===== src/logic/otl_params.svh =====
// constants of the overtravel and torque-limit block
//
// Functional notes
// - direction select 0 means CCW forward, 1 CW
// - forward input low allows, high prohibits forward
// - reverse input low allows, high prohibits reverse
// - forward map 2 uses input, 8 ignores it
// - reverse map 3 uses input, 8 ignores it
// - stop mode 0 stops as servo off
// - stop mode 1 decelerates, then zero clamp
// - stop mode 2 decelerates, then coasts
// - torque control follows servo-off stop, then coasts
// - emergency stop torque, default 800, modes 1/2
// - separate forward and reverse caps, 0 to 800
// - cap above motor maximum uses motor maximum
// - flag limit reached on output and monitor
// - drive limit output only when assigned terminal
// - set above limit, clear below limit
// - select 0 none, 1..3 terminal one..three
`ifndef OTL_PARAMS_SVH
`define OTL_PARAMS_SVH

`define OTL_TRQ_W 12
`define OTL_IRQ_W 4
`define OTL_TERM_N 3

`define OTL_A_CTRL 8'h00
`define OTL_A_FWD_CAP 8'h04
`define OTL_A_REV_CAP 8'h08
`define OTL_A_ESTOP 8'h0C
`define OTL_A_MAX_TRQ 8'h10
`define OTL_A_MONITOR 8'h14
`define OTL_A_IRQ_STAT 8'h18
`define OTL_A_IRQ_MASK 8'h1C

`define OTL_CTRL_RST 16'h0C80
`define OTL_TRQ_RST 12'h320
`define OTL_TRQ_MAX 12'h320
`define OTL_MAX_TRQ_RST 12'h12C
`define OTL_IRQ_MASK_RST 4'h0

`define OTL_MAP_IGNORE 4'h8
`define OTL_OT_SOFF 2'h0
`define OTL_OT_ZCLAMP 2'h1
`define OTL_OT_COAST 2'h2

`define OTL_IRQ_FWD_HIT 0
`define OTL_IRQ_REV_HIT 1
`define OTL_IRQ_CLT 2
`define OTL_IRQ_STOPPED 3

`endif


===== src/logic/otl_pkg.sv =====
// types and shared helpers of the overtravel and torque-limit block
`include "otl_params.svh"
package otl_pkg;

  typedef struct packed {
    logic [1:0] clt_sel;
    logic [3:0] rev_map;
    logic [3:0] fwd_map;
    logic trq_ctrl;
    logic [1:0] soff_mode;
    logic [1:0] ot_mode;
    logic dir_sel;
  } otl_ctrl_t;

  typedef enum logic [2:0] {ST_RUN, ST_SOFF, ST_DECEL, ST_ZCLAMP, ST_COAST} otl_stop_t;

  typedef struct packed {
    otl_ctrl_t ctrl;
    logic [`OTL_TRQ_W-1:0] fwd_cap;
    logic [`OTL_TRQ_W-1:0] rev_cap;
    logic [`OTL_TRQ_W-1:0] estop_trq;
    logic [`OTL_TRQ_W-1:0] max_trq;
    logic [`OTL_IRQ_W-1:0] irq_stat;
    logic [`OTL_IRQ_W-1:0] irq_mask;
    otl_stop_t st;
    logic stop_fwd;
    logic fwd_ok;
    logic rev_ok;
    logic clt;
    logic signed [`OTL_TRQ_W-1:0] trq;
    logic [`OTL_TERM_N-1:0] term;
    logic irq;
    logic [31:0] rdata;
    logic ready;
    logic slverr;
  } otl_state_t;

  // smaller of a setting and a ceiling
  function automatic logic [`OTL_TRQ_W-1:0] eff_limit(input logic [`OTL_TRQ_W-1:0] cap,
                                                        input logic [`OTL_TRQ_W-1:0] ceil);
    eff_limit = (cap > ceil) ? ceil : cap;
  endfunction : eff_limit

endpackage : otl_pkg


===== src/logic/otl_top.sv =====
// overtravel gating, overtravel stop sequence and internal torque limits
`timescale 1ns/1ns
`include "otl_params.svh"
module otl_top (
  input wire logic pclk, // bus and control clock
  input wire logic presetn, // async reset, active low
  input wire logic psel, // apb select
  input wire logic penable, // apb enable
  input wire logic pwrite, // apb direction
  input wire logic [7:0] paddr, // apb byte address
  input wire logic [31:0] pwdata, // apb write data
  output logic [31:0] prdata, // apb read data
  output logic pready, // apb ready
  output logic pslverr, // apb error, unmapped address
  input wire logic fwd_travel_ok_in, // forward overtravel, low allows
  input wire logic rev_travel_ok_in, // reverse overtravel, low allows
  input wire logic signed [`OTL_TRQ_W-1:0] torque_ref_in, // logical torque ref, % rated
  input wire logic motor_moving_in, // motor not yet at standstill
  input wire logic motor_ccw_in, // rotation is ccw seen from load
  output logic signed [`OTL_TRQ_W-1:0] motor_torque, // torque, positive is ccw
  output logic servo_off_stop, // stop as at servo off
  output logic [1:0] servo_off_mode, // servo-off stop mode to apply
  output logic zero_clamp, // hold in zero clamp
  output logic coast, // motor left coasting
  output logic [2:0] drive_state, // stop sequence state
  output logic torque_limited_out, // torque limit reached
  output logic output_terminal_1, // first output terminal, high is on
  output logic output_terminal_2, // second output terminal, high is on
  output logic output_terminal_3, // third output terminal, high is on
  output logic irq // level interrupt
);

  otl_pkg::otl_state_t q;
  otl_pkg::otl_state_t d;

  logic fwd_ot;
  logic rev_ot;
  logic mov_fwd;
  logic hit_f;
  logic hit_r;
  logic stop_ot;
  logic ref_away;
  logic acc;
  logic wr;
  logic stopped_ev;
  logic [`OTL_IRQ_W-1:0] ev;
  logic [`OTL_IRQ_W-1:0] clr;
  logic signed [`OTL_TRQ_W-1:0] trq_lim;
  logic signed [`OTL_TRQ_W-1:0] trq_log;
  logic signed [`OTL_TRQ_W-1:0] estop_mag;
  logic clt_next;
  logic [`OTL_TRQ_W-1:0] wval;
  logic [$bits(otl_pkg::otl_ctrl_t)-1:0] cval;

  otl_torque_clamp u_clamp (
    .torque_ref(torque_ref_in),
    .fwd_cap(q.fwd_cap),
    .rev_cap(q.rev_cap),
    .max_trq(q.max_trq),
    .fwd_block(fwd_ot),
    .rev_block(rev_ot),
    .clt_now(q.clt),
    .torque_lim(trq_lim),
    .clt_next(clt_next)
  );

  always_comb
  begin
    d = q;
    ev = '0;
    clr = '0;
    stopped_ev = 1'b0;
    trq_log = '0;
    wval = otl_pkg::eff_limit(pwdata[`OTL_TRQ_W-1:0], `OTL_TRQ_MAX);
    cval = pwdata[$bits(otl_pkg::otl_ctrl_t)-1:0];

    // a high input prohibits only its own direction
    fwd_ot = fwd_travel_ok_in & (q.ctrl.fwd_map != `OTL_MAP_IGNORE);
    rev_ot = rev_travel_ok_in & (q.ctrl.rev_map != `OTL_MAP_IGNORE);
    // logical forward is ccw for select 0 and cw for select 1
    mov_fwd = motor_ccw_in ^ q.ctrl.dir_sel;
    hit_f = fwd_ot & motor_moving_in & mov_fwd;
    hit_r = rev_ot & motor_moving_in & ~mov_fwd;
    stop_ot = q.stop_fwd ? fwd_ot : rev_ot;
    ref_away = q.stop_fwd ? torque_ref_in[`OTL_TRQ_W-1]
                          : (torque_ref_in > $signed(`OTL_TRQ_W'(0)));
    estop_mag = $signed(otl_pkg::eff_limit(q.estop_trq, q.max_trq));

    // stop sequence, re-evaluated every cycle
    case (q.st)
      otl_pkg::ST_RUN:
      begin
        trq_log = trq_lim;
        if (hit_f | hit_r)
        begin
          d.stop_fwd = hit_f;
          if (q.ctrl.trq_ctrl)
            d.st = otl_pkg::ST_SOFF;
          else if (q.ctrl.ot_mode == `OTL_OT_ZCLAMP || q.ctrl.ot_mode == `OTL_OT_COAST)
            d.st = otl_pkg::ST_DECEL;
          else
            d.st = otl_pkg::ST_SOFF;
        end
      end
      otl_pkg::ST_SOFF:
      begin
        // torque control always ends coasting, whatever the stop mode
        if (!motor_moving_in && q.ctrl.trq_ctrl)
        begin
          d.st = otl_pkg::ST_COAST;
          stopped_ev = 1'b1;
        end
        else if (!stop_ot)
          d.st = otl_pkg::ST_RUN;
      end
      otl_pkg::ST_DECEL:
      begin
        // braking torque opposes the stopped direction
        trq_log = q.stop_fwd ? -estop_mag : estop_mag;
        if (!motor_moving_in)
        begin
          stopped_ev = 1'b1;
          if (q.ctrl.ot_mode == `OTL_OT_ZCLAMP)
            d.st = otl_pkg::ST_ZCLAMP;
          else
            d.st = otl_pkg::ST_COAST;
        end
      end
      otl_pkg::ST_ZCLAMP, otl_pkg::ST_COAST:
      begin
        // a command away from the switch is still allowed
        if (!stop_ot || ref_away)
          d.st = otl_pkg::ST_RUN;
      end
      default:
      begin
        d.st = otl_pkg::ST_RUN;
      end
    endcase

    // the motor sees physical direction, so cw-forward inverts the sign
    d.trq = q.ctrl.dir_sel ? -trq_log : trq_log;
    d.fwd_ok = ~fwd_ot;
    d.rev_ok = ~rev_ot;
    d.clt = clt_next;
    for (int i = 0; i < `OTL_TERM_N; i++)
    begin
      // select 0 leaves every terminal off
      d.term[i] = clt_next && (q.ctrl.clt_sel == 2'(i + 1));
    end

    // apb: one wait cycle, read data is registered on the same edge that raises pready
    acc = psel & penable;
    wr = acc & q.ready & pwrite & ~q.slverr;
    d.ready = acc & ~q.ready;
    d.slverr = 1'b0;
    d.rdata = '0;
    if (acc && !q.ready)
    begin
      case (paddr)
        `OTL_A_CTRL: d.rdata = 32'(q.ctrl);
        `OTL_A_FWD_CAP: d.rdata = 32'(q.fwd_cap);
        `OTL_A_REV_CAP: d.rdata = 32'(q.rev_cap);
        `OTL_A_ESTOP: d.rdata = 32'(q.estop_trq);
        `OTL_A_MAX_TRQ: d.rdata = 32'(q.max_trq);
        `OTL_A_MONITOR: d.rdata = 32'({q.st, q.term, q.clt, q.rev_ok, q.fwd_ok});
        `OTL_A_IRQ_STAT: d.rdata = 32'(q.irq_stat);
        `OTL_A_IRQ_MASK: d.rdata = 32'(q.irq_mask);
        default: d.slverr = 1'b1;
      endcase
    end
    if (wr)
    begin
      case (paddr)
        `OTL_A_CTRL: d.ctrl = otl_pkg::otl_ctrl_t'(cval);
        `OTL_A_FWD_CAP: d.fwd_cap = wval;
        `OTL_A_REV_CAP: d.rev_cap = wval;
        `OTL_A_ESTOP: d.estop_trq = pwdata[`OTL_TRQ_W-1:0];
        `OTL_A_MAX_TRQ: d.max_trq = wval;
        `OTL_A_IRQ_STAT: clr = pwdata[`OTL_IRQ_W-1:0];
        `OTL_A_IRQ_MASK: d.irq_mask = pwdata[`OTL_IRQ_W-1:0];
        default: d.slverr = 1'b0;
      endcase
    end

    // events: set wins over a simultaneous write-one clear
    ev[`OTL_IRQ_FWD_HIT] = hit_f & (q.st == otl_pkg::ST_RUN);
    ev[`OTL_IRQ_REV_HIT] = hit_r & (q.st == otl_pkg::ST_RUN);
    ev[`OTL_IRQ_CLT] = clt_next & ~q.clt;
    ev[`OTL_IRQ_STOPPED] = stopped_ev;
    d.irq_stat = (q.irq_stat & ~clr) | ev;
    d.irq = |(d.irq_stat & d.irq_mask);
  end

  always_ff @(posedge pclk or negedge presetn)
  begin
    if (!presetn)
    begin
      q.ctrl <= otl_pkg::otl_ctrl_t'(`OTL_CTRL_RST);
      q.fwd_cap <= `OTL_TRQ_RST;
      q.rev_cap <= `OTL_TRQ_RST;
      q.estop_trq <= `OTL_TRQ_RST;
      q.max_trq <= `OTL_MAX_TRQ_RST;
      q.irq_stat <= '0;
      q.irq_mask <= `OTL_IRQ_MASK_RST;
      q.st <= otl_pkg::ST_RUN;
      q.stop_fwd <= 1'b0;
      q.fwd_ok <= 1'b0;
      q.rev_ok <= 1'b0;
      q.clt <= 1'b0;
      q.trq <= '0;
      q.term <= '0;
      q.irq <= 1'b0;
      q.rdata <= '0;
      q.ready <= 1'b0;
      q.slverr <= 1'b0;
    end
    else
    begin
      q <= d;
    end
  end

  assign prdata = q.rdata;
  assign pready = q.ready;
  assign pslverr = q.slverr;
  assign motor_torque = q.trq;
  assign servo_off_stop = (q.st == otl_pkg::ST_SOFF);
  assign servo_off_mode = q.ctrl.soff_mode;
  assign zero_clamp = (q.st == otl_pkg::ST_ZCLAMP);
  assign coast = (q.st == otl_pkg::ST_COAST);
  assign drive_state = q.st;
  assign torque_limited_out = q.clt;
  assign output_terminal_1 = q.term[0];
  assign output_terminal_2 = q.term[1];
  assign output_terminal_3 = q.term[2];
  assign irq = q.irq;

endmodule : otl_top


===== src/logic/otl_torque_clamp.sv =====
// direction-dependent torque clamp and limit flag
`timescale 1ns/1ns
`include "otl_params.svh"
module otl_torque_clamp (
  input wire logic signed [`OTL_TRQ_W-1:0] torque_ref, // logical torque, % rated
  input wire logic [`OTL_TRQ_W-1:0] fwd_cap, // forward cap setting
  input wire logic [`OTL_TRQ_W-1:0] rev_cap, // reverse cap setting
  input wire logic [`OTL_TRQ_W-1:0] max_trq, // motor maximum torque
  input wire logic fwd_block, // forward torque prohibited
  input wire logic rev_block, // reverse torque prohibited
  input wire logic clt_now, // present limit flag
  output logic signed [`OTL_TRQ_W-1:0] torque_lim, // clamped logical torque
  output logic clt_next // next limit flag
);

  logic pos;
  logic blocked;
  logic over;
  logic under;
  logic [`OTL_TRQ_W:0] mag;
  logic [`OTL_TRQ_W:0] lim;
  logic [`OTL_TRQ_W:0] out_mag;
  logic [`OTL_TRQ_W:0] neg_mag;

  always_comb
  begin
    pos = ~torque_ref[`OTL_TRQ_W-1];
    mag = pos ? {torque_ref[`OTL_TRQ_W-1], torque_ref}
              : (`OTL_TRQ_W+1)'(-$signed({torque_ref[`OTL_TRQ_W-1], torque_ref}));
    // effective caps never exceed the motor maximum
    lim = pos ? {1'b0, otl_pkg::eff_limit(fwd_cap, max_trq)}
              : {1'b0, otl_pkg::eff_limit(rev_cap, max_trq)};
    blocked = pos ? fwd_block : rev_block;
    over = mag > lim;
    under = mag < lim;
    // equal holds the flag, so a reference parked on the cap does not chatter
    clt_next = over ? 1'b1 : (under ? 1'b0 : clt_now);
    out_mag = blocked ? '0 : (over ? lim : mag);
    neg_mag = (`OTL_TRQ_W+1)'(-$signed(out_mag));
    torque_lim = pos ? out_mag[`OTL_TRQ_W-1:0] : neg_mag[`OTL_TRQ_W-1:0];
  end

endmodule : otl_torque_clamp


===== config.mk =====
export PLATFORM = sky130hd
export DESIGN_NAME = otl_top
export DESIGN_NICKNAME = d
export VERILOG_FILES = /design/src/logic/otl_pkg.sv /design/src/logic/otl_top.sv /design/src/logic/otl_torque_clamp.sv
export VERILOG_INCLUDE_DIRS = /design/src /design/src/logic
export SDC_FILE = /design/constraint.sdc
export NUM_CORES = 1
export LEC_CHECK = 0
export BUFFER_PORTS_ARGS = -buffer_cell sky130_fd_sc_hd__buf_2
export CAP_MARGIN = 20
export CORE_MARGIN = 1.5
export CORE_UTILIZATION = 50
export CTS_CLUSTER_DIAMETER = 50
export DETAILED_ROUTE_END_ITERATION = 10
export PLACE_DENSITY = 0.71
export SYNTH_ARGS = -nofsm -noshare
export SYNTH_HDL_FRONTEND = slang
export SYNTH_SLANG_ARGS = --single-unit

===== constraint.sdc =====
create_clock -name pclk -period 17.76 [get_ports pclk]
set_input_delay 5.328 -clock pclk [delete_from_list [all_inputs] [get_ports pclk]]
set_output_delay 5.328 -clock pclk [all_outputs]
set_load 0.03 [all_outputs]

==> report_table.html <==
<table>
<tr><th>Metric</th><th>Value</th></tr>
<tr><th colspan="2">Logic synthesis</th></tr>
<tr><td>Syn Area/Cell</td><td>8.72 µm²</td></tr>
<tr><td>Post-synthesis register bit count</td><td>113</td></tr>
<tr><td>Gate count after technology mapping</td><td>976</td></tr>
<tr><td>Cell variety after synth</td><td>90</td></tr>
<tr><td>Most used flip-flop cell after synthesis</td><td>dfrtp_1</td></tr>
<tr><td>Area leader, netlist</td><td>dfrtp_1</td></tr>
<tr><td>Yosys synthesis warning count</td><td>0</td></tr>
<tr><td>Area of the mapped netlist</td><td>8510 µm²</td></tr>
<tr><td>Number of enable flip-flop cells after synthesis</td><td>0</td></tr>
<tr><td>Fraction of post-synthesis cell area in the top cell type by area</td><td>28.5%</td></tr>
<tr><td>Async set-or-reset flop fraction in the synthesized netlist</td><td>100%</td></tr>
<tr><td>Top cells by area in the synthesized netlist</td><td>dfrtp_1 29%, ha_1 7.8%, nand2_1 5.1%</td></tr>
<tr><td>Most common cell in the synthesized netlist</td><td>nand2_1</td></tr>
<tr><td>Most numerous cell types in the synthesized netlist</td><td>116 x nand2_1, 97 x dfrtp_1, 77 x o21ai_0</td></tr>
<tr><td>Share of synthesized area occupied by flip-flops and latches</td><td>33.4%</td></tr>
<tr><th colspan="2">Die</th></tr>
<tr><td>Die Wd</td><td>133 µm</td></tr>
<tr><td>Initial Utilization</td><td>51.3%</td></tr>
<tr><td>Number of rows in the core area</td><td>47</td></tr>
<tr><td>Die Area</td><td>17800 µm²</td></tr>
<tr><td>Floorplan Core Area</td><td>16600 µm²</td></tr>
<tr><td>Total I/O pin count</td><td>120</td></tr>
<tr><td>Die H</td><td>133 µm</td></tr>
<tr><th colspan="2">Min path</th></tr>
<tr><td>Hold WC Path Type</td><td>register to register</td></tr>
<tr><td>Min-Delay Startpoint</td><td>q[127]</td></tr>
<tr><td>Min-Delay Endpoint</td><td>output_terminal_2</td></tr>
<tr><td>Worst hold path stage count</td><td>1</td></tr>
<tr><th colspan="2">Setup path</th></tr>
<tr><td>Cell breakdown of the critical path</td><td>buf_2 &gt; inv_1 &gt; or4_1 &gt; o21a_1 &gt; o21ai_0 &gt; ha_1 &gt; nand3_1 &gt; or3_1 &gt; o21ai_0 &gt; o21a_1 &gt; mux2_2 &gt; nand2_1 &gt; ha_1 &gt; nor2_1 &gt; o21ai_0 &gt; o21ai_0 &gt; a21oi_1 &gt; nor2_1 &gt; a221o_1 &gt; or4b_4 &gt; a211oi_2 &gt; nand4bb_1 &gt; o31ai_2 &gt; xnor2_1</td></tr>
<tr><td>CP startpoint kind</td><td>input port</td></tr>
<tr><td>Required time of the worst setup path</td><td>18050 ps</td></tr>
<tr><td>Crit path max-delay cell type</td><td>or4_1</td></tr>
<tr><td>Worst flop-to-flop path endpoint</td><td>motor_torque[11]</td></tr>
<tr><td>Largest fanout on the critical path</td><td>39</td></tr>
<tr><td>Highest cell delay on the worst timing path</td><td>780 ps</td></tr>
<tr><td>Setup CP Type</td><td>input port to register</td></tr>
<tr><td>Data arrival time at the worst-slack endpoint</td><td>12120 ps</td></tr>
<tr><td>Most numerous cell on the critical path</td><td>o21ai_0</td></tr>
<tr><td>Setup slack of the most critical reg-to-reg path</td><td>9900 ps</td></tr>
<tr><td>Worst r2r src</td><td>q[67]</td></tr>
<tr><td>R2r worst-path depth</td><td>27</td></tr>
<tr><td>CP endpoint kind</td><td>register</td></tr>
<tr><th colspan="2">Detailed routing</th></tr>
<tr><td>WL final</td><td>25.9 mm</td></tr>
<tr><td>Pre-Repair DR Iteration Count</td><td>6</td></tr>
<tr><td>DRC viols</td><td>0</td></tr>
<tr><td>DR vias</td><td>7754</td></tr>
<tr><td>Post-route antenna net violation count</td><td>0</td></tr>
<tr><td>DR vias/cell</td><td>6.18</td></tr>
<tr><td>Drt initial violations</td><td>848</td></tr>
<tr><td>Wire length per cell</td><td>20.7 µm</td></tr>
<tr><th colspan="2">Clocking</th></tr>
<tr><td>Hold Buf Count CTS</td><td>0</td></tr>
<tr><td>Number of clock sinks seen by CTS</td><td>113</td></tr>
<tr><td>H-tree depth</td><td>4</td></tr>
<tr><td>Later-pin clock latency in the skew report</td><td>420 ps</td></tr>
<tr><td>Post-CTS Setup Repair Bufs</td><td>0</td></tr>
<tr><td>CTS clock-pin slew for the worst setup and hold paths</td><td>50 ps</td></tr>
<tr><td>Total CTS buffers</td><td>17</td></tr>
<tr><td>Root buf cell</td><td>clkbuf_16</td></tr>
<tr><td>Number of cells upsized or downsized after cts</td><td>0</td></tr>
<tr><td>CTS tree</td><td>yes</td></tr>
<tr><td>Buffers from clock root to sink, at most</td><td>2</td></tr>
<tr><th colspan="2">Global routing</th></tr>
<tr><td>Overflow left after global routing</td><td>0</td></tr>
<tr><td>Total GRT Usage</td><td>29.7%</td></tr>
<tr><td>Number of global-route vias before repair</td><td>7395</td></tr>
<tr><td>Antenna violations before repair</td><td>0</td></tr>
<tr><td>Global-route wire length before repair</td><td>40.6 mm</td></tr>
<tr><td>Pin count of the biggest net entering global routing</td><td>80</td></tr>
<tr><th colspan="2">Timing</th></tr>
<tr><td>Total count of max-transition violations in the final report</td><td>0</td></tr>
<tr><td>Final worst hold slack</td><td>490 ps</td></tr>
<tr><td>Hold Vio Cnt, Final</td><td>0</td></tr>
<tr><td>Post-route fraction of the period consumed by the critical path</td><td>66.6%</td></tr>
<tr><td>Worst-case headroom to the max-slew limit</td><td>34.2%</td></tr>
<tr><td>Transition time of the tightest slew-check pin</td><td>987 ps</td></tr>
<tr><td>RSZ-0062 raised after global routing</td><td>no</td></tr>
<tr><td>Aggregate negative setup slack</td><td>0 ps</td></tr>
<tr><td>Highest Clock Rate</td><td>84.5 MHz</td></tr>
<tr><td>Largest clock skew in the final design</td><td>8.22 ps</td></tr>
<tr><td>Endpoints failing setup</td><td>0</td></tr>
<tr><td>Period minus WS final</td><td>11840 ps</td></tr>
<tr><th colspan="2">Layout</th></tr>
<tr><td>Number of fill cells in the layout</td><td>1510</td></tr>
<tr><td>Area growth syn-to-layout</td><td>10.7%</td></tr>
<tr><td>Ratio of cells with drive above 1 in the final layout</td><td>19.6%</td></tr>
<tr><td>Fin nets</td><td>1135</td></tr>
<tr><td># diodes</td><td>0</td></tr>
<tr><th colspan="2">Place</th></tr>
<tr><td>Half-perimeter wire length of the detailed placement result</td><td>19.6 mm</td></tr>
<tr><td>Final weighted congestion in routability-driven placement</td><td>0.995</td></tr>
<tr><td>Buffers added on ports</td><td>87</td></tr>
<tr><th colspan="2">Power and ir drop</th></tr>
<tr><td>Ratio of total power to cell area</td><td>80.8 nW/µm²</td></tr>
<tr><td>Leakage</td><td>0.00431 µW</td></tr>
<tr><td>Worst IR drop on VDD</td><td>0.0978 mV</td></tr>
<tr><th colspan="2">Outcome</th></tr>
<tr><td>Run status</td><td>finished, final reports clean</td></tr>
<tr><th colspan="2">Run</th></tr>
<tr><td>Number of max-cap violations</td><td>0</td></tr>
</table>
## worst max-delay path by stage
| stage | from | endpoint | slack, ps | cells after the start |
|---|---|---|---|---|
| floorplan | torque_ref_in[11] | motor_torque[11] | 7040 | 26 |
| global placement | torque_ref_in[11] | motor_torque[11] | 5680 | 24 |
| detailed placement | torque_ref_in[11] | motor_torque[11] | 5650 | 24 |
| CTS | torque_ref_in[11] | motor_torque[11] | 6070 | 24 |
| global route | torque_ref_in[11] | motor_torque[11] | 5560 | 24 |
| finish | torque_ref_in[11] | motor_torque[11] | 5920 | 24 |
## final cells by class
cell class              instances  area (µm²)  share of cell area (%)
clock buffers                  27         493                    5.23
clock inverters                 5        77.6                   0.823
multi-input cells             757        5090                    54.0
inverters                      35         131                    1.39
repair buffers                 97         510                    5.42
flip-flops and latches        113        2850                    30.2
well taps                     220         275                    2.92
## cells in the final DEF (no fill, tap or decap), drive strengths merged, types with 9 or more instances in the layout
master / n
o21ai: 78
conb: 16
a22oi: 37
mux2: 30
nor2: 71
mux2i: 10
xor2: 10
and2: 12
nor3: 30
ha: 53
buf: 97
a31oi: 11
dfstp: 16
nand4: 15
a211oi: 9
inv: 35
nand2: 117
o31ai: 10
nand2b: 11
clkbuf: 27
xnor2: 31
dfrtp: 97
o22ai: 11
or3: 17
nand3: 13
a21oi: 53
## power by group
| part | internal (µW) | total (µW) | switching (µW) |
|---|---|---|---|
| Clock | 217 | 329 | 112 |
| Sequential | 269 | 274 | 4.85 |
| Combinational | 55.0 | 158 | 103 |
| Total | 541 | 762 | 221 |
## cell families after synthesis
group	share of synthesized area, %
fa+ha+maj	7.79
mux	5.14
flops	33.4
buf+inv	7.51
other cells	0.0440
compound gates	22.5
xor+xnor	4.22
simple gates	19.3
## registers in the layout (all words and copies together) (netlist names), 2 cells and up
register / count
drive_state: 3
motor_torque: 12
prdata: 16
q: 73
servo_off_mode: 2
## through the flow
| stage | area, µm² | worst slack (ps) | total power (µW) | utilization (%) | cells |
|---|---|---|---|---|---|
| floorplan | 8570 | 7040 | 405 | - | 991 |
| global route | 9420 | 5560 | 794 | 56.8 | 1254 |
| detailed placement | 8850 | 5650 | 435 | 53.4 | 1222 |
| CTS | 9420 | 6070 | 764 | 56.8 | 1254 |
| finish | 9420 | 5920 | 762 | 56.8 | 1254 |
| global placement | 8850 | 5680 | 433 | 53.4 | 1221 |
## worst max-delay path, delay by kind of cell
family,cells,cell delay (ps)
xor+xnor,1,110
compound gates,10,2650
simple gates,8,2220
buf+inv,2,960
fa+ha+maj,2,410
mux,1,400
## routing by layer
metal | vias to the layer above | global-route usage [%] | routed length, µm
li1 | 3618 | - | -
met3 | 62 | 6.28 | 2160
met4 | 0 | 11.8 | 882
met5 | - | 0 | 0
met1 | 3708 | 40.6 | 11200
met2 | 366 | 46.0 | 11700
(Power assumes the default switching activity.)
